## config.mk

```make
export PLATFORM = sky130hd
export DESIGN_NAME = rtcd_regs
export DESIGN_NICKNAME = d
export VERILOG_FILES = /design/src/rtcd_pkg.sv /design/src/rtcd_alarm_if.sv /design/src/rtcd_alarm_cmp.sv /design/src/rtcd_regs.sv
export VERILOG_INCLUDE_DIRS = /design/src
export SDC_FILE = /design/constraint.sdc
export NUM_CORES = 1
export LEC_CHECK = 0
export BUFFER_PORTS_ARGS = -buffer_cell sky130_fd_sc_hd__buf_2
export CORE_UTILIZATION = 30
export CTS_CLUSTER_DIAMETER = 150
export CTS_CLUSTER_SIZE = 40
export DETAILED_ROUTE_END_ITERATION = 8
export SYNTH_ARGS = -nofsm -noshare
export SYNTH_HDL_FRONTEND = slang
export SYNTH_SLANG_ARGS = --single-unit
```

## constraint.sdc

```tcl
create_clock -name sys_clk -period 3.6 [get_ports sys_clk]
set_input_delay 0.72 -clock sys_clk [delete_from_list [all_inputs] [get_ports sys_clk]]
set_output_delay 0.72 -clock sys_clk [all_outputs]
set_load 0.02 [all_outputs]
```

## src/rtcd_defs.svh

```systemverilog
// offsets, field layouts and timing counts of the time digit registers
`ifndef RTCD_DEFS_SVH
`define RTCD_DEFS_SVH

`define RTCD_OFS_SECOND       12'h000
`define RTCD_OFS_MINUTE       12'h004
`define RTCD_OFS_HOUR         12'h008
`define RTCD_OFS_WEEKDAY      12'h00c
`define RTCD_OFS_ALM_MINUTE   12'h010
`define RTCD_OFS_ALM_HOUR     12'h014
`define RTCD_OFS_ALM_WEEKDAY  12'h018
`define RTCD_OFS_FORMAT       12'h01c
`define RTCD_OFS_CONTROL      12'h020
`define RTCD_OFS_STATUS       12'h024
`define RTCD_OFS_MASK         12'h028

`define RTCD_SEC_MAX          7'h59
`define RTCD_MIN_MAX          7'h59
`define RTCD_MIN_NOCMP        7'h7f
`define RTCD_HOUR24_MAX       6'h23
`define RTCD_HOUR12_MAX       5'h11
`define RTCD_HOUR_NOCMP       6'h3f
`define RTCD_PM_BIT           5
`define RTCD_WDAY_SAT         3'h6
`define RTCD_WDAY_NOCMP       3'h7

`define RTCD_CTL_RUN_BIT      0
`define RTCD_CTL_ALM_BIT      1
`define RTCD_ST_SEC_BIT       0
`define RTCD_ST_ALM_BIT       1
`define RTCD_ST_WIDTH         2

`define RTCD_CLK_HZ           20000000
`define RTCD_TICK_CYCLES      (`RTCD_CLK_HZ)

`endif

```

## src/rtcd_pkg.sv

```systemverilog
// types shared by the time digit register block
package rtcd_pkg;
   typedef enum logic [1:0] {
      RTCD_IDLE  = 2'b00,
      RTCD_SETUP = 2'b01,
      RTCD_DONE  = 2'b11
   } rtcd_apb_state_type;

   typedef struct packed {
      logic [6:0] minute;
      logic [5:0] hour;
      logic [2:0] weekday;
   } rtcd_alarm_type;
endpackage : rtcd_pkg

```

## src/rtcd_alarm_if.sv

```systemverilog
// carries current time and alarm targets to the comparator
`timescale 1ns/1ps
`default_nettype none
interface rtcd_alarm_if;
   import rtcd_pkg::*;
   logic [6:0]     minute;
   logic [5:0]     hour;
   logic [2:0]     weekday;
   rtcd_alarm_type target;
   logic           match;
   modport source (output minute, hour, weekday, target, input match);
   modport compare (input minute, hour, weekday, target, output match);
endinterface : rtcd_alarm_if
`default_nettype wire

```

## src/rtcd_alarm_cmp.sv

```systemverilog
// alarm comparator with per-field don't-compare codes
`timescale 1ns/1ps
`default_nettype none
`include "rtcd_defs.svh"
module rtcd_alarm_cmp
   import rtcd_pkg::*;
(
   // time and targets
   rtcd_alarm_if.compare alm
);
   logic min_ok;
   logic hour_ok;
   logic wday_ok;

   // seconds never enter the match
   assign min_ok  = (alm.target.minute == `RTCD_MIN_NOCMP)
                    || (alm.target.minute == alm.minute);
   assign hour_ok = (alm.target.hour == `RTCD_HOUR_NOCMP)
                    || (alm.target.hour == alm.hour);
   assign wday_ok = (alm.target.weekday == `RTCD_WDAY_NOCMP)
                    || (alm.target.weekday == alm.weekday);
   assign alm.match = min_ok && hour_ok && wday_ok;
endmodule : rtcd_alarm_cmp
`default_nettype wire

```

## src/rtcd_regs.sv

```systemverilog
// seconds, minutes, hours and weekday digit registers with alarm bank
`timescale 1ns/1ps
`default_nettype none
`include "rtcd_defs.svh"
module rtcd_regs
   import rtcd_pkg::*;
#(
   parameter int TICK_CYCLES = `RTCD_TICK_CYCLES
)(
   // clock and reset
   input  wire logic        sys_clk,
   input  wire logic        reset,
   // apb slave
   input  wire logic        psel,
   input  wire logic        penable,
   input  wire logic        pwrite,
   input  wire logic [11:0] paddr,
   input  wire logic [31:0] pwdata,
   input  wire logic [3:0]  pstrb,
   output logic [31:0]      prdata,
   output logic             pready,
   output logic             pslverr,
   // interrupt
   output logic             irq
);
   typedef struct packed {
      logic [31:0]                 tick;
      logic [6:0]                  second;
      logic [6:0]                  minute;
      logic [5:0]                  hour;
      logic [2:0]                  weekday;
      rtcd_alarm_type              alarm;
      logic                        clock_format_select;
      logic                        run;
      logic                        alarm_en;
      logic                        match_d;
      logic [`RTCD_ST_WIDTH-1:0]   status;
      logic [`RTCD_ST_WIDTH-1:0]   mask;
      logic [31:0]                 rdata;
      logic                        err;
   } rtcd_state_type;

   rtcd_state_type r;
   rtcd_state_type next_r;
   rtcd_alarm_if   alm ();

   assign alm.minute  = r.minute;
   assign alm.hour    = r.hour;
   assign alm.weekday = r.weekday;
   assign alm.target  = r.alarm;

   rtcd_alarm_cmp rtcd_alarm_cmp_i (
      .alm (alm)
   );

   // zero wait states: read data and error are captured in the setup cycle,
   // so they stand from flip-flops through the access cycle
   assign pready  = 1'b1;
   assign prdata  = r.rdata;
   assign pslverr = r.err;
   assign irq     = |(r.status & r.mask);

   // one bcd digit step; wraps to zero when the digit passes nine, the caller carries
   function automatic logic [3:0] bcd_inc(input logic [3:0] d);
      bcd_inc = (d == 4'h9) ? 4'h0 : d + 4'h1;
   endfunction : bcd_inc

   logic                      access;
   logic                      wr;
   logic                      rd;
   logic                      sec_tick;
   logic                      sec_wrap;
   logic                      min_wrap;
   logic                      hour_wrap;
   logic                      hit;
   logic [31:0]               rval;
   logic [`RTCD_ST_WIDTH-1:0] events;
   logic [`RTCD_ST_WIDTH-1:0] w1c;

   always_comb begin
      next_r    = r;
      access    = psel && penable;
      wr        = access && pwrite && pstrb[0];
      rd        = psel && !penable && !pwrite;
      sec_tick  = r.run && (r.tick == TICK_CYCLES - 1);
      sec_wrap  = sec_tick && (r.second == `RTCD_SEC_MAX);
      min_wrap  = sec_wrap && (r.minute == `RTCD_MIN_MAX);
      hour_wrap = 1'b0;
      rval      = 32'h0;
      hit       = 1'b1;
      w1c       = '0;

      // seconds prescaler
      if (!r.run || sec_tick) begin
         next_r.tick = 32'h0;
      end else begin
         next_r.tick = r.tick + 32'h1;
      end

      // time counting chain
      if (sec_tick) begin
         next_r.second[3:0] = bcd_inc(r.second[3:0]);
         if (r.second[3:0] == 4'h9) begin
            next_r.second[6:4] = (r.second == `RTCD_SEC_MAX) ? 3'h0 : r.second[6:4] + 3'h1;
         end
      end
      if (sec_wrap) begin
         next_r.minute[3:0] = bcd_inc(r.minute[3:0]);
         if (r.minute[3:0] == 4'h9) begin
            next_r.minute[6:4] = (r.minute == `RTCD_MIN_MAX) ? 3'h0 : r.minute[6:4] + 3'h1;
         end
      end
      if (min_wrap) begin
         if (r.clock_format_select) begin
            hour_wrap = (r.hour == `RTCD_HOUR24_MAX);
            if (hour_wrap) begin
               next_r.hour = 6'h00;
            end else begin
               next_r.hour[3:0] = bcd_inc(r.hour[3:0]);
               if (r.hour[3:0] == 4'h9) begin
                  next_r.hour[5:4] = r.hour[5:4] + 2'h1;
               end
            end
         end else begin
            // 11 rolls to 0 and flips am/pm; day advances after pm 11
            if (r.hour[4:0] == `RTCD_HOUR12_MAX) begin
               next_r.hour[4:0]          = 5'h00;
               next_r.hour[`RTCD_PM_BIT] = !r.hour[`RTCD_PM_BIT];
               hour_wrap                 = r.hour[`RTCD_PM_BIT];
            end else begin
               next_r.hour[3:0] = bcd_inc(r.hour[3:0]);
               if (r.hour[3:0] == 4'h9) begin
                  next_r.hour[4] = 1'b1;
               end
            end
         end
      end
      if (hour_wrap) begin
         next_r.weekday = (r.weekday == `RTCD_WDAY_SAT) ? 3'h0 : r.weekday + 3'h1;
      end

      // alarm fires once on entry to a matching minute
      next_r.match_d = alm.match;
      events[`RTCD_ST_SEC_BIT] = sec_tick;
      events[`RTCD_ST_ALM_BIT] = r.alarm_en && r.run && alm.match && !r.match_d;

      // register access; writes override the counting chain
      if (paddr == `RTCD_OFS_SECOND) begin
         rval = {25'h0, r.second};
         if (wr) begin
            next_r.second = pwdata[6:0];
            next_r.tick   = 32'h0;
         end
      end else if (paddr == `RTCD_OFS_MINUTE) begin
         rval = {25'h0, r.minute};
         if (wr) next_r.minute = pwdata[6:0];
      end else if (paddr == `RTCD_OFS_HOUR) begin
         rval = {26'h0, r.hour};
         if (wr) next_r.hour = pwdata[5:0];
      end else if (paddr == `RTCD_OFS_WEEKDAY) begin
         rval = {29'h0, r.weekday};
         if (wr) next_r.weekday = pwdata[2:0];
      end else if (paddr == `RTCD_OFS_ALM_MINUTE) begin
         rval = {25'h0, r.alarm.minute};
         if (wr) next_r.alarm.minute = pwdata[6:0];
      end else if (paddr == `RTCD_OFS_ALM_HOUR) begin
         rval = {26'h0, r.alarm.hour};
         if (wr) next_r.alarm.hour = pwdata[5:0];
      end else if (paddr == `RTCD_OFS_ALM_WEEKDAY) begin
         rval = {29'h0, r.alarm.weekday};
         if (wr) next_r.alarm.weekday = pwdata[2:0];
      end else if (paddr == `RTCD_OFS_FORMAT) begin
         rval = {31'h0, r.clock_format_select};
         if (wr) next_r.clock_format_select = pwdata[0];
      end else if (paddr == `RTCD_OFS_CONTROL) begin
         rval = {30'h0, r.alarm_en, r.run};
         if (wr) begin
            next_r.run      = pwdata[`RTCD_CTL_RUN_BIT];
            next_r.alarm_en = pwdata[`RTCD_CTL_ALM_BIT];
         end
      end else if (paddr == `RTCD_OFS_STATUS) begin
         rval = {30'h0, r.status};
         if (wr) w1c = pwdata[`RTCD_ST_WIDTH-1:0];
      end else if (paddr == `RTCD_OFS_MASK) begin
         rval = {30'h0, r.mask};
         if (wr) next_r.mask = pwdata[`RTCD_ST_WIDTH-1:0];
      end else begin
         hit = 1'b0;
      end

      // a new event wins over a clear in the same cycle
      next_r.status = (r.status & ~w1c) | events;
      next_r.rdata  = rd ? (hit ? rval : 32'h0) : r.rdata;
      next_r.err    = psel && !penable && !hit;
   end

   // reset clears every field, the time fields included, to zero; software loads them first
   always_ff @(posedge sys_clk or posedge reset) begin
      if (reset) begin
         r <= '0;
      end else begin
         r <= next_r;
      end
   end
endmodule : rtcd_regs
`default_nettype wire

```

-- After elaboration in Yosys (flattened, before gate mapping)
Index checks and enable logic that the tools add are counted.
Widths: inputs -> output; s select.
- $add $sub $neg: 8
- $mul: 0
- div/mod/pow operators: 0
- $lt $le $gt $ge: 0
- equality and inequality tests: 25
- shift-type cells: 0
- muxes and demuxes: 82
- bitwise operators: 14
- reductions and logical operators: 32
- operators by type and width (cell ; count):
    $mux 39 ; 2
    $mux 7 ; 11
    $mux 32 ; 2
    $mux 6 ; 9
    $eq 12x5->1 const B ; 4
    $mux 2 ; 19
    $eq 12x6->1 const B ; 3
    $mux 3 ; 12
    $mux 35 ; 1
    $add 32x1->32 const B ; 1
    $eq 32x25->1 const B ; 1
    $mux 28 ; 1
    $eq 12x4->1 const B ; 2
    $mux 22 ; 1
    $eq 7x7->1 const B ; 3
    $mux 19 ; 1
    $mux 1 ; 18
    $logic_and 1x1->1 ; 14
    $add 4x1->4 const B ; 3
    $eq 12x3->1 const B ; 1
    $eq 4x4->1 const B ; 3
    $eq 6x6->1 const B ; 2
    $logic_not 12->1 ; 1
    $mux 12 ; 1
    22 further kinds ; 45
- register bits: 112
- bits in latches: 0
- RAM bits: 0
- bits in read-only memories: 0
- logic and storage cells: 177
- memories kept: 0

-- Logic depth before layout (Yosys ltp)
- word-level depth: 17
- mapped depth: 8
- gate-level depth less buffers: 8

-- Cells and area by module
A second synthesis with hierarchy kept.
- cells, all modules: 613
- area total of the unflattened synthesis: 5632.9 µm²
- by module, submodules not included (module ; instances ; cells each ; area an instance (µm²) ; seq. area each (µm²)):
    rtcd_regs ; 1 ; 579 ; 5377.7 ; 2177.1
    rtcd_alarm_cmp ; 1 ; 34 ; 255.2 ; 0.0

-- Least setup slack after synthesis
OpenSTA, ideal clock, no wires.
- path type: flip-flop to flip-flop
- start point: register r[98] (netlist bit)
- end point: register r, in the netlist alm.weekday[2]
- arrival: 2908 ps
- required time: 3518 ps
- path slack: 610 ps
- stages on the path, launching flop included: 7
- buffers on the path: 0
- path through: dfrtp_1 > or4b_1 > or4_4 > or3_4 > or4_4 > or4_1 > a31oi_1
- RTL lines (element ; RTL line ; source):
    start: declaration ; rtcd_regs.sv:43 ; rtcd_state_type r;
    start signal: assignment ; rtcd_regs.sv:202 ; r <= next_r;

==> flow_summary_export.csv <==
group,metric,value,unit
logic_synthesis,netlist-cell-type-count,62,
power,finalPower,2.093,mW
cells_and_area,seq_area,0.002177,sq mm
critical_path,ff2ff_setup_slack,0.47,ns
grt,grt_usage,14.72,%
cts,clkLatencyLatePin,0.36,ns
critical_path,slowest_delay,0.58,ns
critical_path,cp-end-kind,"flip-flop",
logic_synthesis,synth_top_area_share,39.87,%
logic_synthesis,ys_warn_count,0,
die,rows,48,
logic_synthesis,synth_area_leaders,"dfrtp_1 (40%), nor2_1 (6.0%), xor2_1 (5.0%)",
die,core_area,0.01754,sq mm
power,power_density,346.8,mW/mm^2
cts,root_buffer,"clkbuf_16",
cells_and_area,drive_gt1_share,13.65,%
sta,final.period_utilization,87.00,%
grt,antenna_found_initial,0,
critical_path,path_buf_inv,0,
placement,port_buffers,33,
critical_path,crit_required,3.87,ns
status,outcome,"completed",
critical_path,path_max_fanout,4,
logic_synthesis,synthArstFlopShare,100.0,%
die,start_util,31.14,%
critical_path,crit_chain,"or4b_1, or4_4, or3_4, or4_4, or4_1, a31oi_1",
detailed_routing,wire_per_inst,15.04,um
sta,setup_tns,0,ns
die,die_w,136.9,um
grt,grt_pass1_wl,21050,um
logic_synthesis,syn_area,0.005460,sq mm
logic_synthesis,ys_ff_latch,87,
detailed_routing,drt_iter0_markers,316,
detailed_routing,ant_nets,0,
grt,overflow,0,
sta,hold_viol,0,
cells_and_area,diodes,0,
cts,cts_tree,"done",
sta,fin_crit,3.132,ns
cts,cts.sinks,87,
sta,clock.fmax,319.3,MHz
power,irDropWorstVdd,279.7,uV
grt,grt_start_max_net_pins,88,
die,die_area,0.01874,sq mm
logic_synthesis,syn_inst,608,
grt,grt_pass1_vias,4018,
detailed_routing,postRouteWirelength,12860,um
detailed_routing,vias,4298,
critical_path,cp.depth,6,
critical_path,crit_slowest_cell,"or4_4",
die,dieHeight,136.9,um
cts,clockBufferDepth,2,
critical_path,critPathTopFamily,"simple AND/OR/NAND/NOR gates",
critical_path,path_common_cell,"or4_4",
critical_path,reg2reg_depth,6,
logic_synthesis,ys_seq_area_share,39.87,%
sta,setup_viol,0,
die,ios,88,
detailed_routing,drc,0,
power,leakagePower,2.488,nW
min_path,hold_class,"in -> async",
logic_synthesis,synth_ff_type,"dfrtp_1",
cells_and_area,multi_input_area,0.002964,sq mm
cells_and_area,syn_to_final_growth,10.54,%
critical_path,crit_type,"reg -> reg",
critical_path,cp.arrival,3.41,ns
job,maxCapViolations,0,
critical_path,worstSetupStartpointType,"flip-flop",
sta,drv_slew,0,
sta,rsz0062_at_grt,"false",
placement,gp_congestion,0.8151,
cts,hold_buffers,0,
cells_and_area,fillCellCount,1806,
placement,dpl.hpwl,9086,um
cts,numCtsBuffers,9,
cts,htree_levels,3,
detailed_routing,drt-vias-per-instance,5.027,
cts,clk_pin_slew,0.06,ns
logic_synthesis,synth_edf_count,0,
cells_and_area,nNetsFinal,687,
sta,skew,0.01117,ns
sta,tightest_slew,0.8838,ns
cts,cts_resized,0,
detailed_routing,drt_first_pass_iters,4,
logic_synthesis,synth_top_cell_by_area,"dfrtp_1",
sta,relSlewSlack,40.54,%
cts,post_cts_buffers,0,
logic_synthesis,syn_area_per_cell,8.981,sq um
## kinds of logic after synthesis
group / Yosys count / share of synthesized area (%)
and+or+nand+nor: 253 / 23.92
AOI/OAI and AO/OA: 96 / 11.32
DFF: 87 / 39.87
buffers and inverters: 76 / 7.493
xor gates and xnor gates: 48 / 7.699
muxes: 37 / 7.493
adders and majority gates: 9 / 2.062
other: 2 / 0.1375
## sequential cells by signal, summed over array words and instances (netlist names)
register	cells
alm.weekday	3
prdata	7
alm.target	16
pslverr	1
alm.minute	7
r	47
alm.hour	6
## cell type report
class | count | area share (%)
multi-input combinational | 469 | 49.11
sequential | 87 | 36.07
tap | 225 | 4.664
timing repair buffer | 40 | 3.814
clock buffer | 10 | 3.794
clock inverter | 6 | 1.410
inverter | 18 | 1.140
## cells in the final DEF, fill, tap and decap left out, types with 17 or more instances in the layout
master   count
o21ai_0     26
a21oi_1     24
dfrtp_1     87
conb_1      26
nand3_1     20
xor2_1      31
xnor2_1     17
inv_1       17
buf_2       33
nor2_1      87
nand2_1     46
mux2_2      21
## cells in the mapped netlist (3+ instances only)
cell type	instances
nor4_1	10
clkbuf_1	23
nand2b_1	5
ha_1	9
buf_4	33
a31oi_1	8
nand4_1	10
nor4b_1	3
inv_1	18
dfrtp_1	87
nor2b_1	9
nor2_1	87
mux2_2	21
nand2_1	46
nand4b_1	4
o31ai_1	3
a211oi_1	3
and4_1	7
and3_1	9
o21ai_0	26
xnor2_1	17
nor3_1	11
or4_1	4
nand3_1	20
and2_1	6
a21oi_1	24
nor4bb_1	3
xor2_1	31
or3_1	5
mux2i_1	15
a22o_1	6
## where the power goes
part	switching, mW	internal (mW)	total [mW]
sequential	0.000726	0.978	0.979
combinational	0.0864	0.0245	0.111
clock	0.398	0.606	1.00
## path summary, 6_finish.rpt
| kind | endpoint | startpoint |
|---|---|---|
| max | alm.weekday[2]$_DFF_PP0_ | r[98]$_DFF_PP0_ |
| max reg2reg | alm.weekday[2]$_DFF_PP0_ | r[98]$_DFF_PP0_ |
| min reg2reg | prdata[2]$_DFFE_PP0P_ | prdata[2]$_DFFE_PP0P_ |
| max in group asynchronous | prdata[4]$_DFFE_PP0P_ | reset |
| min in group sys_clk | prdata[2]$_DFFE_PP0P_ | prdata[2]$_DFFE_PP0P_ |
| min | r[97]$_DFF_PP0_ | reset |
## stage by stage
step                      area [sq um]  setup WS, ns  cells  hold slack, ns  utilization, %
after detailed placement          5722        0.4851    839          0.4530           32.63
after global placement            5722        0.4754    839          0.4468           32.63
after floorplan                   5550        0.6099    632          0.4400               -
after CTS                         6036        0.4690    855          0.4671           34.42
after global routing              6036        0.3721    855          0.4967           34.42
final                             6036        0.4681    855          0.4495           34.42
## worst reg2reg max path, cell delays in order, from the launching register on
cell and delay (ns):
dfrtp_1 0.41, or4b_1 0.57, or4_4 0.56, or3_4 0.36, or4_4 0.58, or4_1 0.41
a31oi_1 0.17
## layer usage
metal,track usage [%],up-vias,routed length [um]
met4,4.518,0,127
met5,0,-,0
met1,20.24,2069,6257
met3,3.370,9,589
li1,-,2121,-
met2,22.87,99,5886
(Power assumes the default switching activity.)
